## config.mk

```make
export PLATFORM = sky130hd
export DESIGN_NAME = bsam_mapper
export DESIGN_NICKNAME = d
export VERILOG_FILES = /design/src/verilog/bsam_pkg.sv /design/src/verilog/bsam_fifo.sv /design/src/verilog/bsam_mapper.sv
export VERILOG_INCLUDE_DIRS = /design/src /design/src/verilog
export SDC_FILE = /design/constraint.sdc
export NUM_CORES = 2
export LEC_CHECK = 0
export BUFFER_PORTS_ARGS = -buffer_cell sky130_fd_sc_hd__buf_2
export CAP_MARGIN = 20
export CORE_MARGIN = 2
export CORE_UTILIZATION = 50
export CTS_BUF_LIST = sky130_fd_sc_hd__clkbuf_8
export CTS_CLUSTER_DIAMETER = 200
export DETAILED_ROUTE_END_ITERATION = 10
export PLACE_DENSITY_LB_ADDON = 0.25
export RECOVER_POWER = 100
export SYNTH_ARGS = -nofsm -noshare
export SYNTH_HDL_FRONTEND = slang
export SYNTH_SLANG_ARGS = --single-unit
```

## constraint.sdc

```tcl
create_clock -name CLK_I -period 3.9 [get_ports CLK_I]
set_input_delay 0.195 -clock CLK_I [delete_from_list [all_inputs] [get_ports CLK_I]]
set_output_delay 0.195 -clock CLK_I [all_outputs]
set_load 0.02 [all_outputs]
```

## src/verilog/bsam_map.svh

```systemverilog
// constants of the byte strobe address mapper
`ifndef BSAM_MAP_SVH
`define BSAM_MAP_SVH
// =====================================================================
// widths
`define BSAM_ADDR_W 24
`define BSAM_DATA_W 32
`define BSAM_SIZE_W 2
`define BSAM_LANES 4
`define BSAM_CNT_W 8
// fifo entry is write flag, address and write data
`define BSAM_REQ_W (1 + `BSAM_ADDR_W + `BSAM_DATA_W)
`define BSAM_FIFO_DEPTH 8
// =====================================================================
// strobe group address ranges
`define BSAM_GRP_A_LIMIT 24'h80_0000
`define BSAM_GRP_A_ALT_BASE 24'h88_0000
`define BSAM_GRP_B_BASE 24'h90_0000
// =====================================================================
// lane patterns, active low
`define BSAM_LANES_IDLE 4'hF
`define BSAM_LANES_ALL 4'h0
`define BSAM_LANES_LOW_HALF 4'hC
`define BSAM_LANES_HIGH_HALF 4'h3
// =====================================================================
// timing
`define BSAM_CLK_PERIOD_PS 4000
`define BSAM_ACCESS_TIME_PS 10000
`define BSAM_ACCESS_CYCLES \
  ((`BSAM_ACCESS_TIME_PS + `BSAM_CLK_PERIOD_PS - 1) / `BSAM_CLK_PERIOD_PS)
`define BSAM_SYNC_STAGES 2
`endif

```

## src/verilog/bsam_pkg.sv

```systemverilog
// types of the byte strobe address mapper
`include "bsam_map.svh"
package bsam_pkg;
  // =====================================================================
  // enumerations
  typedef enum logic [1:0] {BSAM_SIZE_8, BSAM_SIZE_16, BSAM_SIZE_32} bsam_size_t;
  typedef enum logic [1:0] {BSAM_GRP_NONE, BSAM_GRP_A, BSAM_GRP_B} bsam_grp_t;
  typedef enum logic {BSAM_IDLE, BSAM_ACCESS} bsam_state_t;
  // =====================================================================
  // whole state of the mapper
  typedef struct packed {
    bsam_state_t st;
    logic phase;
    logic [`BSAM_CNT_W-1:0] cnt;
    logic write;
    logic [`BSAM_ADDR_W-1:0] addr;
    logic [`BSAM_DATA_W-1:0] wdata;
    bsam_grp_t grp;
    logic wid16;
    bsam_size_t size;
    logic [`BSAM_DATA_W-1:0] sync1;
    logic [`BSAM_DATA_W-1:0] sync2;
    logic [`BSAM_ADDR_W-1:0] ext_addr;
    logic [`BSAM_LANES-1:0] lanes_a_n;
    logic [`BSAM_LANES-1:0] lanes_b_n;
    logic we_n;
    logic [`BSAM_DATA_W-1:0] dout;
    logic doe_n;
    logic [`BSAM_DATA_W-1:0] rdata;
    logic done;
  } bsam_state_s_t;
endpackage

```

## src/verilog/bsam_fifo.sv

```systemverilog
// request fifo of the byte strobe address mapper
`timescale 1ns/1ps
`default_nettype none
module bsam_fifo #(
  parameter int WIDTH = 57,
  parameter int DEPTH = 8
) (
  input wire logic clk_i,
  input wire logic rst_n_i,
  input wire logic in_valid_i,
  input wire logic [WIDTH-1:0] in_data_i,
  output logic in_ready_o,
  output logic out_valid_o,
  output logic [WIDTH-1:0] out_data_o,
  input wire logic out_ready_i
);
  // =====================================================================
  // state
  localparam int AW = $clog2(DEPTH);
  typedef struct packed {
    logic [DEPTH-1:0][WIDTH-1:0] mem; // entries
    logic [AW-1:0] wr; // write index
    logic [AW-1:0] rd; // read index
    logic [AW:0] cnt; // fill level
    logic rdy; // room left
  } bsam_fifo_t;
  bsam_fifo_t s;
  bsam_fifo_t next_s;
  logic push;
  logic pop;

  assign push = in_valid_i && s.rdy;
  assign pop = out_valid_o && out_ready_i;
  assign in_ready_o = s.rdy;
  assign out_valid_o = (s.cnt != '0);
  assign out_data_o = s.mem[s.rd];

  // next state: store, advance indices, track level
  always_comb
  begin
    next_s = s;
    if (push)
    begin
      next_s.mem[s.wr] = in_data_i;
      next_s.wr = (s.wr == AW'(DEPTH - 1)) ? '0 : s.wr + 1'b1;
    end
    if (pop)
    begin
      next_s.rd = (s.rd == AW'(DEPTH - 1)) ? '0 : s.rd + 1'b1;
    end
    if (push && !pop)
    begin
      next_s.cnt = s.cnt + 1'b1;
    end
    else if (pop && !push)
    begin
      next_s.cnt = s.cnt - 1'b1;
    end
    next_s.rdy = (next_s.cnt != (AW+1)'(DEPTH));
  end

  // register, synchronous active low reset
  always_ff @(posedge clk_i)
  begin
    if (!rst_n_i)
    begin
      s <= '0;
      s.rdy <= 1'b1;
    end
    else
    begin
      s <= next_s;
    end
  end
endmodule
`default_nettype wire

```

## src/verilog/bsam_mapper.sv

```systemverilog
// byte strobe address mapper for 32- and 16-bit asynchronous sram banks
// Operation
// - byte size shifts address two, replicates top
// - byte size strobes one lane by bits 1:0 on a wide bank, of lanes 1:0 by bit 0 on a narrow one
// - half size shifts address one, replicates top
// - half size strobes lane pair by bit 0 on a wide bank, low pair on a narrow one
// - word size passes address unchanged
// - word size strobes all four lanes of a wide bank, lanes 1:0 of a narrow one
// - narrow bank: top strobe is lowest address
// - every bank width completes any size access
// - each group uses its own width, size
`timescale 1ns/1ps
`default_nettype none
`include "bsam_map.svh"
module bsam_mapper #(
  parameter int unsigned ACC_CYCLES = `BSAM_ACCESS_CYCLES,
  parameter int FIFO_DEPTH = `BSAM_FIFO_DEPTH
) (
  input wire logic CLK_I,
  input wire logic RST_N_I,
  input wire logic REQ_VALID_I,
  output logic REQ_READY_O,
  input wire logic REQ_WRITE_I,
  input wire logic [`BSAM_ADDR_W-1:0] REQ_ADDR_I,
  input wire logic [`BSAM_DATA_W-1:0] REQ_WDATA_I,
  input wire logic CFG_A_WIDTH16_I,
  input wire logic [`BSAM_SIZE_W-1:0] CFG_A_SIZE_I,
  input wire logic CFG_B_WIDTH16_I,
  input wire logic [`BSAM_SIZE_W-1:0] CFG_B_SIZE_I,
  output logic [`BSAM_ADDR_W-1:0] EXT_ADDR_O,
  output logic [`BSAM_LANES-1:0] BANK_SELECT_GROUP_A_LANE_N_O,
  output logic [`BSAM_LANES-1:0] BANK_SELECT_GROUP_B_LANE_N_O,
  output logic EXT_WE_N_O,
  output logic [`BSAM_DATA_W-1:0] EXT_DATA_O,
  output logic EXT_DATA_OE_N_O,
  input wire logic [`BSAM_DATA_W-1:0] EXT_DATA_I,
  output logic DONE_O,
  output logic [`BSAM_DATA_W-1:0] RD_DATA_O
);
  // =====================================================================
  // state and fifo wires
  bsam_pkg::bsam_state_s_t s; // registered state
  bsam_pkg::bsam_state_s_t next_s; // next state
  logic fifo_valid; // request waiting
  logic [`BSAM_REQ_W-1:0] fifo_data; // head request
  logic take; // head taken this cycle
  localparam logic [`BSAM_CNT_W-1:0] LAST_CNT = `BSAM_CNT_W'(ACC_CYCLES + `BSAM_SYNC_STAGES - 1);

  assign take = fifo_valid && (s.st == bsam_pkg::BSAM_IDLE);

  // =====================================================================
  // request buffer
  bsam_fifo #(
    .WIDTH(`BSAM_REQ_W),
    .DEPTH(FIFO_DEPTH)
  ) u_fifo (
    .clk_i(CLK_I),
    .rst_n_i(RST_N_I),
    .in_valid_i(REQ_VALID_I),
    .in_data_i({REQ_WRITE_I, REQ_ADDR_I, REQ_WDATA_I}),
    .in_ready_o(REQ_READY_O),
    .out_valid_o(fifo_valid),
    .out_data_o(fifo_data),
    .out_ready_i(s.st == bsam_pkg::BSAM_IDLE)
  );

  // =====================================================================
  // helpers
  // address range to strobe group
  function automatic bsam_pkg::bsam_grp_t grp_of(input logic [`BSAM_ADDR_W-1:0] a);
    if (a < `BSAM_GRP_A_LIMIT)
      return bsam_pkg::BSAM_GRP_A;
    else if (a >= `BSAM_GRP_B_BASE)
      return bsam_pkg::BSAM_GRP_B;
    else if (a >= `BSAM_GRP_A_ALT_BASE)
      return bsam_pkg::BSAM_GRP_A;
    else
      return bsam_pkg::BSAM_GRP_NONE;
  endfunction

  // pick the read bytes out of the sampled pins, zero filled
  function automatic logic [`BSAM_DATA_W-1:0] rd_pick(input bsam_pkg::bsam_state_s_t c);
    logic [`BSAM_DATA_W-1:0] r;
    r = c.rdata;
    case (c.size)
      bsam_pkg::BSAM_SIZE_8:
        if (c.wid16)
          r = {24'h00_0000, c.addr[0] ? c.sync2[15:8] : c.sync2[7:0]};
        else
          r = {24'h00_0000, c.sync2[8*c.addr[1:0] +: 8]};
      bsam_pkg::BSAM_SIZE_16:
        if (c.wid16)
          r = {16'h0000, c.sync2[15:0]};
        else
          r = {16'h0000, c.addr[0] ? c.sync2[31:16] : c.sync2[15:0]};
      default:
        if (!c.wid16)
          r = c.sync2;
        else if (c.phase)
          r[31:16] = c.sync2[15:0];
        else
          r[15:0] = c.sync2[15:0];
    endcase
    return r;
  endfunction

  // =====================================================================
  // next state
  always_comb
  begin
    logic [`BSAM_LANES-1:0] lanes; // lane enables of the access
    logic am1; // extra lowest address of a narrow bank
    lanes = `BSAM_LANES_IDLE;
    am1 = 1'b0;
    next_s = s;
    next_s.done = 1'b0;
    // data pins pass two flops before use
    next_s.sync1 = EXT_DATA_I;
    next_s.sync2 = s.sync1;
    case (s.st)
      bsam_pkg::BSAM_IDLE:
      begin
        // take the head request
        if (take)
        begin
          next_s.st = bsam_pkg::BSAM_ACCESS;
          next_s.phase = 1'b0;
          next_s.cnt = '0;
          {next_s.write, next_s.addr, next_s.wdata} = fifo_data;
          next_s.grp = grp_of(fifo_data[`BSAM_DATA_W +: `BSAM_ADDR_W]);
          if (next_s.grp == bsam_pkg::BSAM_GRP_B)
          begin
            next_s.wid16 = CFG_B_WIDTH16_I;
            next_s.size = bsam_pkg::bsam_size_t'(CFG_B_SIZE_I);
          end
          else
          begin
            next_s.wid16 = CFG_A_WIDTH16_I;
            next_s.size = bsam_pkg::bsam_size_t'(CFG_A_SIZE_I);
          end
        end
      end
      bsam_pkg::BSAM_ACCESS:
      begin
        next_s.cnt = s.cnt + 1'b1;
        // end of a bus cycle: sample, then second half or finish
        if (s.cnt == LAST_CNT)
        begin
          if (!s.write)
            next_s.rdata = rd_pick(s);
          // word on narrow bank takes two bus cycles
          if (s.wid16 && (s.size != bsam_pkg::BSAM_SIZE_8) &&
              (s.size != bsam_pkg::BSAM_SIZE_16) && !s.phase)
          begin
            next_s.phase = 1'b1;
            next_s.cnt = '0;
          end
          else
          begin
            next_s.st = bsam_pkg::BSAM_IDLE;
            next_s.done = 1'b1;
          end
        end
      end
      default:
      begin
        next_s.st = bsam_pkg::BSAM_IDLE;
      end
    endcase
    // pin values follow the next state
    if (next_s.st == bsam_pkg::BSAM_ACCESS)
    begin
      case (next_s.size)
        bsam_pkg::BSAM_SIZE_8:
        begin
          next_s.ext_addr = {next_s.addr[23], next_s.addr[23], next_s.addr[23:2]};
          am1 = next_s.addr[1];
          lanes = ~(4'h1 << next_s.addr[1:0]);
          next_s.dout = {4{next_s.wdata[7:0]}};
          if (next_s.wid16)
            lanes[1:0] = next_s.addr[0] ? 2'h1 : 2'h2;
        end
        bsam_pkg::BSAM_SIZE_16:
        begin
          next_s.ext_addr = {next_s.addr[23], next_s.addr[23:1]};
          am1 = next_s.addr[0];
          lanes = next_s.addr[0] ? `BSAM_LANES_HIGH_HALF : `BSAM_LANES_LOW_HALF;
          next_s.dout = {2{next_s.wdata[15:0]}};
          if (next_s.wid16)
            lanes = `BSAM_LANES_LOW_HALF;
        end
        default:
        begin
          next_s.ext_addr = next_s.addr;
          am1 = next_s.phase;
          lanes = `BSAM_LANES_ALL;
          next_s.dout = next_s.wdata;
          if (next_s.wid16)
          begin
            lanes = `BSAM_LANES_LOW_HALF;
            next_s.dout = {2{next_s.phase ? next_s.wdata[31:16] : next_s.wdata[15:0]}};
          end
        end
      endcase
      // top strobe carries extra address, lane 2 unused
      if (next_s.wid16)
        lanes[3:2] = {am1, 1'b1};
      next_s.lanes_a_n = (next_s.grp == bsam_pkg::BSAM_GRP_A) ? lanes : `BSAM_LANES_IDLE;
      next_s.lanes_b_n = (next_s.grp == bsam_pkg::BSAM_GRP_B) ? lanes : `BSAM_LANES_IDLE;
      next_s.we_n = !(next_s.write && (next_s.grp != bsam_pkg::BSAM_GRP_NONE));
      next_s.doe_n = !next_s.write;
    end
    else
    begin
      // idle: strobes high, data pins released
      next_s.lanes_a_n = `BSAM_LANES_IDLE;
      next_s.lanes_b_n = `BSAM_LANES_IDLE;
      next_s.we_n = 1'b1;
      next_s.doe_n = 1'b1;
    end
  end

  // register, synchronous active low reset
  always_ff @(posedge CLK_I)
  begin
    if (!RST_N_I)
    begin
      s <= '0;
      s.lanes_a_n <= `BSAM_LANES_IDLE;
      s.lanes_b_n <= `BSAM_LANES_IDLE;
      s.we_n <= 1'b1;
      s.doe_n <= 1'b1;
    end
    else
    begin
      s <= next_s;
    end
  end

  // outputs straight from the state flops
  assign EXT_ADDR_O = s.ext_addr;
  assign BANK_SELECT_GROUP_A_LANE_N_O = s.lanes_a_n;
  assign BANK_SELECT_GROUP_B_LANE_N_O = s.lanes_b_n;
  assign EXT_WE_N_O = s.we_n;
  assign EXT_DATA_O = s.dout;
  assign EXT_DATA_OE_N_O = s.doe_n;
  assign DONE_O = s.done;
  assign RD_DATA_O = s.rdata;

  // =====================================================================
  // checks
  logic act; // an external group is being strobed
  logic [`BSAM_LANES-1:0] cur_lanes; // lanes of the active group
  assign act = (s.st == bsam_pkg::BSAM_ACCESS) && (s.grp != bsam_pkg::BSAM_GRP_NONE);
  assign cur_lanes = (s.grp == bsam_pkg::BSAM_GRP_B) ? s.lanes_b_n : s.lanes_a_n;
endmodule
`default_nettype wire

```

# == Yosys cells after proc, flatten, opt, wreduce, memory -nomap -nowiden ==
# Index checks and enable logic that the tools add are counted.
# op_classes
shift,2
n_addsub,5
magnitude_cmp,6
eq_ne,13
mux,42
n_reduce_logical,25
bitwise_logic,3
# op_table
op,n
bitwise mux 456 bit,1
binary-select mux 57 bit (select 3 bit),1
demux 57 bit (select 3 bit),1
one-hot mux 32 bit (2 select lines),2
2-to-1 mux 57 bit,2
2-to-1 mux 16 bit,5
2-to-1 mux 72 bit,1
2-to-1 mux 32 bit,2
2-to-1 mux 62 bit,1
>= comparator 24 bit (second input constant),2
one-hot mux 23 bit (2 select lines),1
variable part select 32 x 6 -> 8 bit,1
less-than comparator 24 bit (second input constant),1
2-to-1 mux 4 bit,5
one-hot mux 10 bit (2 select lines),1
2-to-1 mux 8 bit,2
2-to-1 mux 2 bit,7
2-to-1 mux 10 bit,1
logical AND 1 bit,9
2-to-1 mux 3 bit,3
2-to-1 mux 9 bit,1
AND reduction 3 bit,3
adder 8 x 1 -> 8 bit (second input constant),1
== test 8 x 3 -> 1 bit (second input constant),1
other kinds (25),41
# word_totals
word_cells,128
in_bits,98
ff_bits,702
output_inout_bits,100

# == Depth between registers and ports, before layout ==
# depth
ltp_word,17
ltp_mapped,13
depth_no_buf,9

# == Hierarchy ==
# Synthesis repeated with hierarchy kept, for this count alone.
# unflattened
hier_cells,3501
hier_area_um2,30656.9
# modules_own_cells
mod,area_each_um2,seq_area_each_um2,cells_each,n_inst
bsam_fifo,20136.8,9349.0,2330,1
bsam_mapper,10520.1,4704.5,1171,1

# == Worst setup path after synthesis ==
# No wires, ideal clock.
# synth_timing
path_kind,register to register
start,register u_fifo.s[1] in the netlist's numbering
end,register s (netlist bit BANK_SELECT_GROUP_B_LANE_N_O[3])
path_slack_ps,1159
arrival_ps,2678
path_stages_with_launch,13
setup_ps,63
cell_sequence,dfxtp_1 -> inv_1 -> ha_1 -> nor3b_1 -> or2_1 -> buf_2 -> or3_1 -> buf_2 -> o221a_1 -> buf_6 -> mux2_4 -> a211o_1 -> nand3b_1
# synth_via
elab_chain_len,8
word_cells_on_any_way,17
# synth_lines
element,line_no,rtl
start: declaration,bsam_fifo.sv:27,bsam_fifo_t s;
start signal: assignment,bsam_fifo.sv:72,s <= next_s;
nonzero test 4 bit *,bsam_fifo.sv:35,assign out_valid_o = (s.cnt != '0);
logical AND 1 bit *,bsam_mapper.sv:49,assign take = fifo_valid && (s.st == bsam_pkg::BSAM_IDLE);
2-to-1 mux 72 bit *,bsam_mapper.sv:124,if (take)
2-to-1 mux 62 bit,bsam_mapper.sv:120,case (s.st)
2-to-1 mux 4 bit (no line) or << shifter 1 x 2 -> 4 bit (tied branches),--,
2-to-1 mux 4 bit or inverter 4 bit (tied branches),"bsam_mapper.sv:189, bsam_mapper.sv:178",
one-hot mux 4 bit (2 select lines),bsam_mapper.sv:173,case (next_s.size)
2-to-1 mux 2 bit,bsam_mapper.sv:206,if (next_s.wid16)
end signal: assignment,bsam_mapper.sv:236,s <= next_s;
end: declaration,bsam_mapper.sv:42,bsam_pkg::bsam_state_s_t s;
# Every way passes the cells marked *; elsewhere a longest branch is shown, timed or not. The select of a mux whose other input is x is not followed.
# A chain may end at the register's enable or synchronous reset.

# == Final worst setup path ==
# layout_timing
start,register u_fifo.s[6] in the netlist's numbering
end,register s (netlist bit EXT_ADDR_O[2])
# layout_via
elab_chain_len,14
word_cells_on_any_way,17
# layout_lines
element,line_no,rtl
binary-select mux 57 bit (select 3 bit) *,bsam_fifo.sv:36,assign out_data_o = s.mem[s.rd];
2-to-1 mux 57 bit (not written as such) *,bsam_fifo.sv:36,
>= comparator 24 bit (no line),--,
2-to-1 mux 1 bit,bsam_mapper.sv:75,else if (a >= `BSAM_GRP_A_ALT_BASE)
2-to-1 mux 2 bit,bsam_mapper.sv:73,else if (a >= `BSAM_GRP_B_BASE)
2-to-1 mux 2 bit,bsam_mapper.sv:71,if (a < `BSAM_GRP_A_LIMIT)
2-to-1 mux 2 bit,bsam_mapper.sv:124,
2-to-1 mux 2 bit,bsam_mapper.sv:120,
== test 2 bit,bsam_mapper.sv:131,if (next_s.grp == bsam_pkg::BSAM_GRP_B)
2-to-1 mux 3 bit,bsam_mapper.sv:131,
2-to-1 mux 72 bit *,bsam_mapper.sv:124,
2-to-1 mux 62 bit *,bsam_mapper.sv:120,
== test 2 x 1 -> 1 bit or zero test 2 bit (tied branches),bsam_mapper.sv:173,
one-hot mux 23 bit (2 select lines) *,bsam_mapper.sv:173,
# Marked as above.

==> results.md <==
- The run finished, with violations left.
- The final reports fail on capacitance limit, slew limit.
- The count of fill cells added during filler insertion is 5752.
- The worst setup path is captured at a flip-flop.
- In the final layout, the multi-input gates occupy 15400 µm².
- The hold buffer count at CTS is 89.
- In the final layout, the share of cells above drive strength 1 is 0.126.
- For this block, the initial DRC count from the detailed router was 2246.
- The half-perimeter wire length after detailed placement is 51200 µm.
- The average vias per placed instance is 5.53.
- The antenna violation net count after detailed routing is 0.
- The synthesized design contains 702 register bits.
- The flop-to-flop setup slack is 380 ps.
- Measured along the y axis, the die boundary spans 256 µm.
- The first global-routing pass estimated 135000 µm of wire.
- The sink of the worst hold path is s[165]$_SDFF_PN0_.
- The maximum number of pins on one net before global-route repair is 216.
- For this run, the top clock speed supported by timing is 284 MHz.
- The largest total area in the synthesized netlist belongs to sky130_fd_sc_hd__dfxtp_1.
- In the synthesized netlist, the cells that appear most often are sky130_fd_sc_hd__nand2_1 (987), sky130_fd_sc_hd__dfxtp_1 (702), sky130_fd_sc_hd__a21boi_0 (468), sky130_fd_sc_hd__clkbuf_1 (225), sky130_fd_sc_hd__buf_4 (148).
- In the post-synthesis netlist, the cell with the most instances is sky130_fd_sc_hd__nand2_1.
- The startpoint of the worst hold path is CFG_A_WIDTH16_I.
- The total number of vias is 24788.
- Max-cap violations in this run came to 7.
- The async set or reset register ratio after synthesis is 0.
- The final core utilization is 0.557.
- The via count of the first global-routing pass is 23329.
- The minimum setup slack after placement is 644 ps.
- Before antenna repair, the detailed router went through 5 iterations.
- The CTS sink count is 702.
- The category of the critical setup timing path is flip-flop to flip-flop.
- For this run, the register share of the synthesized area comes to 0.444.
- The count of final hold-check violations is 0.
- In this run the core area contains 92 standard-cell rows.
- The worst relative slew slack is -0.855.
- The worst min-delay path class is input port to flip-flop.
- After synthesis, the cell types taking the most area are sky130_fd_sc_hd__dfxtp_1 (44%), sky130_fd_sc_hd__nand2_1 (12%), sky130_fd_sc_hd__a21boi_0 (11%), sky130_fd_sc_hd__mux4_2 (8.7%), sky130_fd_sc_hd__buf_4 (3.5%).
- CTS placed an instance of sky130_fd_sc_hd__clkbuf_8 at the clock tree root.
- The critical register-to-register path startpoint is u_fifo.s[6]$_SDFFE_PN0P_.
- The number of failing setup endpoints in the final timing report is 0.
- The overall die width is 256 µm.
- The number of setup buffers added after CTS is 0.
- The number of pins with negative max-slew slack in the final report is 436.
- The largest voltage drop on the vdd net is 0.432 mV.
- For this run, design rule violations remaining after detail routing come to 0.
- Of the post-synthesis cell area, the dominant cell type holds 0.444.
- Data on the critical path is required at its endpoint by 4490 ps.
- The final critical delay including setup and external delays is 3520 ps.
- The final critical-path setup slack is 383 ps.
- Setup repair after global routing left no endpoint under its margin.
- Summing all flip-flop and latch instances after layout gives 14100 µm².
- The total grt overflow is 0.
- The global placement routability congestion is 0.865.
- The total number of nets in the final design is 3656.
- Data arrives at the worst endpoint at 4110 ps.
- Counting flops with a built-in enable in the synthesized netlist gives 0.
- Dividing the final minimum period by the clock period gives 0.902.
- The critical-path maximum fanout is 28.
- The number of port buffers is 197.
- For this design the static power due to leakage is 11.8 nW.
- The H-tree was split into 3 levels.
- The net count after synthesis is 3631.
- The area enclosed by the die boundary is 65400 µm².
- TritonCTS built the clock tree.
- The clock input transition at the sequential cells of the worst setup and hold paths is 60 ps.
- After detailed routing, the total wire length is 87500 µm.
- The initial antenna violation count was 16.
- Across every metal layer, demand over resource in global routing totals 0.259.
- After synthesis, the netlist uses 61 different library cells.
- The number of cells traversed by the worst register-to-register path is 7.
- The layout overhead on the synthesized area is 10.5%.
- The setup TNS is 0 ps.
- The cell area that synthesis handed to floorplanning was 31700 µm².
- The area of the placeable core is 62900 µm².
- The count of synthesis-stage warnings from yosys is 0.
- The initial standard-cell utilization of the core is 0.504.
- The worst hold path stage count is 3.
- The worst hold slack is 90.6 ps.
- The capture point of the worst reg-to-reg path is EXT_ADDR_O[2]$_SDFFE_PN0N_.
- After clock tree synthesis, the repair step resized 0 gates.
- Power spread over the standard cell area amounts to 587 nW/µm².
- A synthesized cell averages 8.99 µm².
- In the final routed layout, each cell accounts on average for 19.5 µm.
- The clock arrives with 47.5 ps of skew.
- Synthesis produced 3525 cells.
- The clock tree buffer depth is 3.
- Among all flip-flop cells after synthesis, the most frequent one is sky130_fd_sc_hd__dfxtp_1.
- The number of clock buffers added by TritonCTS is 113.
- The launching element type of the critical path is a flip-flop.
- For this design the top-level I/O count stands at 198.
- The clock latency of the later-clocked register in the worst-skew pair is 730 ps.
- The critical path launch point is u_fifo.s[6]$_SDFFE_PN0P_.
- The slew of the pin with the lowest slew margin is 2780 ps.
[kinds of logic (layout without fill, tap and decap cells)]
logic type	after synthesis	count (layout)	share of synthesized area
and+or+nand+nor	1338	1338	0.181
AOI/OAI and AO/OA	827	827	0.184
DFF	702	702	0.444
buffers and inverters	446	555	0.0730
muxes	201	201	0.114
adders and majority gates	8	8	0.00316
xor gates and xnor gates	3	3	0.000829
other	0	6	0
[cell type report]
class,instances,area share
Inverter,9,0.000965
Multi-Input combinational cell,2377,0.439
Timing Repair Buffer,347,0.0634
Sequential cell,702,0.402
Antenna cell,6,0.000429
Tap cell,846,0.0302
Clock buffer,140,0.0550
Clock inverter,59,0.00915
[layout by cell type (no fill, tap or decap), types with 9 or more instances in the layout]
master                          count
sky130_fd_sc_hd__buf_4             32
sky130_fd_sc_hd__nand4_1           10
sky130_fd_sc_hd__buf_2             96
sky130_fd_sc_hd__o221ai_1          16
sky130_fd_sc_hd__a32o_1            19
sky130_fd_sc_hd__o21ai_0          101
sky130_fd_sc_hd__clkbuf_1         110
sky130_fd_sc_hd__and2_0            37
sky130_fd_sc_hd__o211ai_1          12
sky130_fd_sc_hd__or2_1             12
sky130_fd_sc_hd__mux2i_1           69
sky130_fd_sc_hd__a221oi_1          12
sky130_fd_sc_hd__mux4_2           122
sky130_fd_sc_hd__clkbuf_8         140
sky130_fd_sc_hd__dfxtp_1          699
sky130_fd_sc_hd__and3_1             9
sky130_fd_sc_hd__a31oi_1           17
sky130_fd_sc_hd__a21boi_0         468
sky130_fd_sc_hd__nor2b_1           68
sky130_fd_sc_hd__nor3b_1           31
sky130_fd_sc_hd__nor2_1            81
sky130_fd_sc_hd__dlygate4sd3_1     89
sky130_fd_sc_hd__o21bai_1          19
sky130_fd_sc_hd__clkbuf_2          13
sky130_fd_sc_hd__a21oi_1          107
sky130_fd_sc_hd__a211oi_1          17
sky130_fd_sc_hd__and2_1            56
sky130_fd_sc_hd__inv_1             55
sky130_fd_sc_hd__nand2_1          987
[worst max-delay path, cell delays in order, from the launching register on]
cell,delay [ps]
sky130_fd_sc_hd__dfxtp_4,610
sky130_fd_sc_hd__mux4_2,590
sky130_fd_sc_hd__mux2i_4,250
sky130_fd_sc_hd__a31oi_2,240
sky130_fd_sc_hd__o2bb2ai_1,660
sky130_fd_sc_hd__clkbuf_2,620
sky130_fd_sc_hd__a21oi_1,160
sky130_fd_sc_hd__a32o_1,260
[metrics by stage]
step	instances	power [W]	area, µm²
final	4486	0.0206	35000
after global routing	4484	0.0216	35000
after CTS	4480	0.0208	35300
after floorplan	3525	0.0129	31700
after detailed placement	4192	0.0144	32200
after global placement	4192	0.0144	32200
[routing by layer]
metal,GRT usage,wire length (µm),vias up
met5,0,108,-
met1,0.355,39000,11789
met3,0.0503,6550,177
met2,0.410,39500,875
met4,0.0903,2300,18
li1,-,-,11929
[sequential cells by signal, summed over array words and instances (netlist names)]
register,cells
BANK_SELECT_GROUP_A_LANE_N_O,4
BANK_SELECT_GROUP_B_LANE_N_O,4
DONE_O,1
EXT_ADDR_O,24
EXT_DATA_O,32
EXT_DATA_OE_N_O,1
EXT_WE_N_O,1
RD_DATA_O,32
next_s,32
s,104
u_fifo.in_ready_o,1
u_fifo.s,466
[worst max path at each step]
stage                                                 end  slack, ps
2_1_floorplan  BANK_SELECT_GROUP_B_LANE_N_O[3]$_SDFF_PN1_       1160
3_3_place_gp                  EXT_ADDR_O[19]$_SDFFE_PN0N_        680
3_5_place_dp                   EXT_DATA_O[8]$_SDFFE_PN0N_        640
4_1_cts                        EXT_DATA_O[8]$_SDFFE_PN0N_        610
5_1_grt        BANK_SELECT_GROUP_B_LANE_N_O[1]$_SDFF_PN1_        200
6_report                       EXT_ADDR_O[2]$_SDFFE_PN0N_        380
[power by group]
group | switching (W) | internal [W] | leakage [nW]
Sequential | 0.000446 | 0.00773 | 5.70
Clock | 0.00288 | 0.00340 | 1.33
Combinational | 0.00397 | 0.00213 | 4.75
Total | 0.00730 | 0.0133 | 11.8
Note: power is estimated with default switching activity, not from simulation.
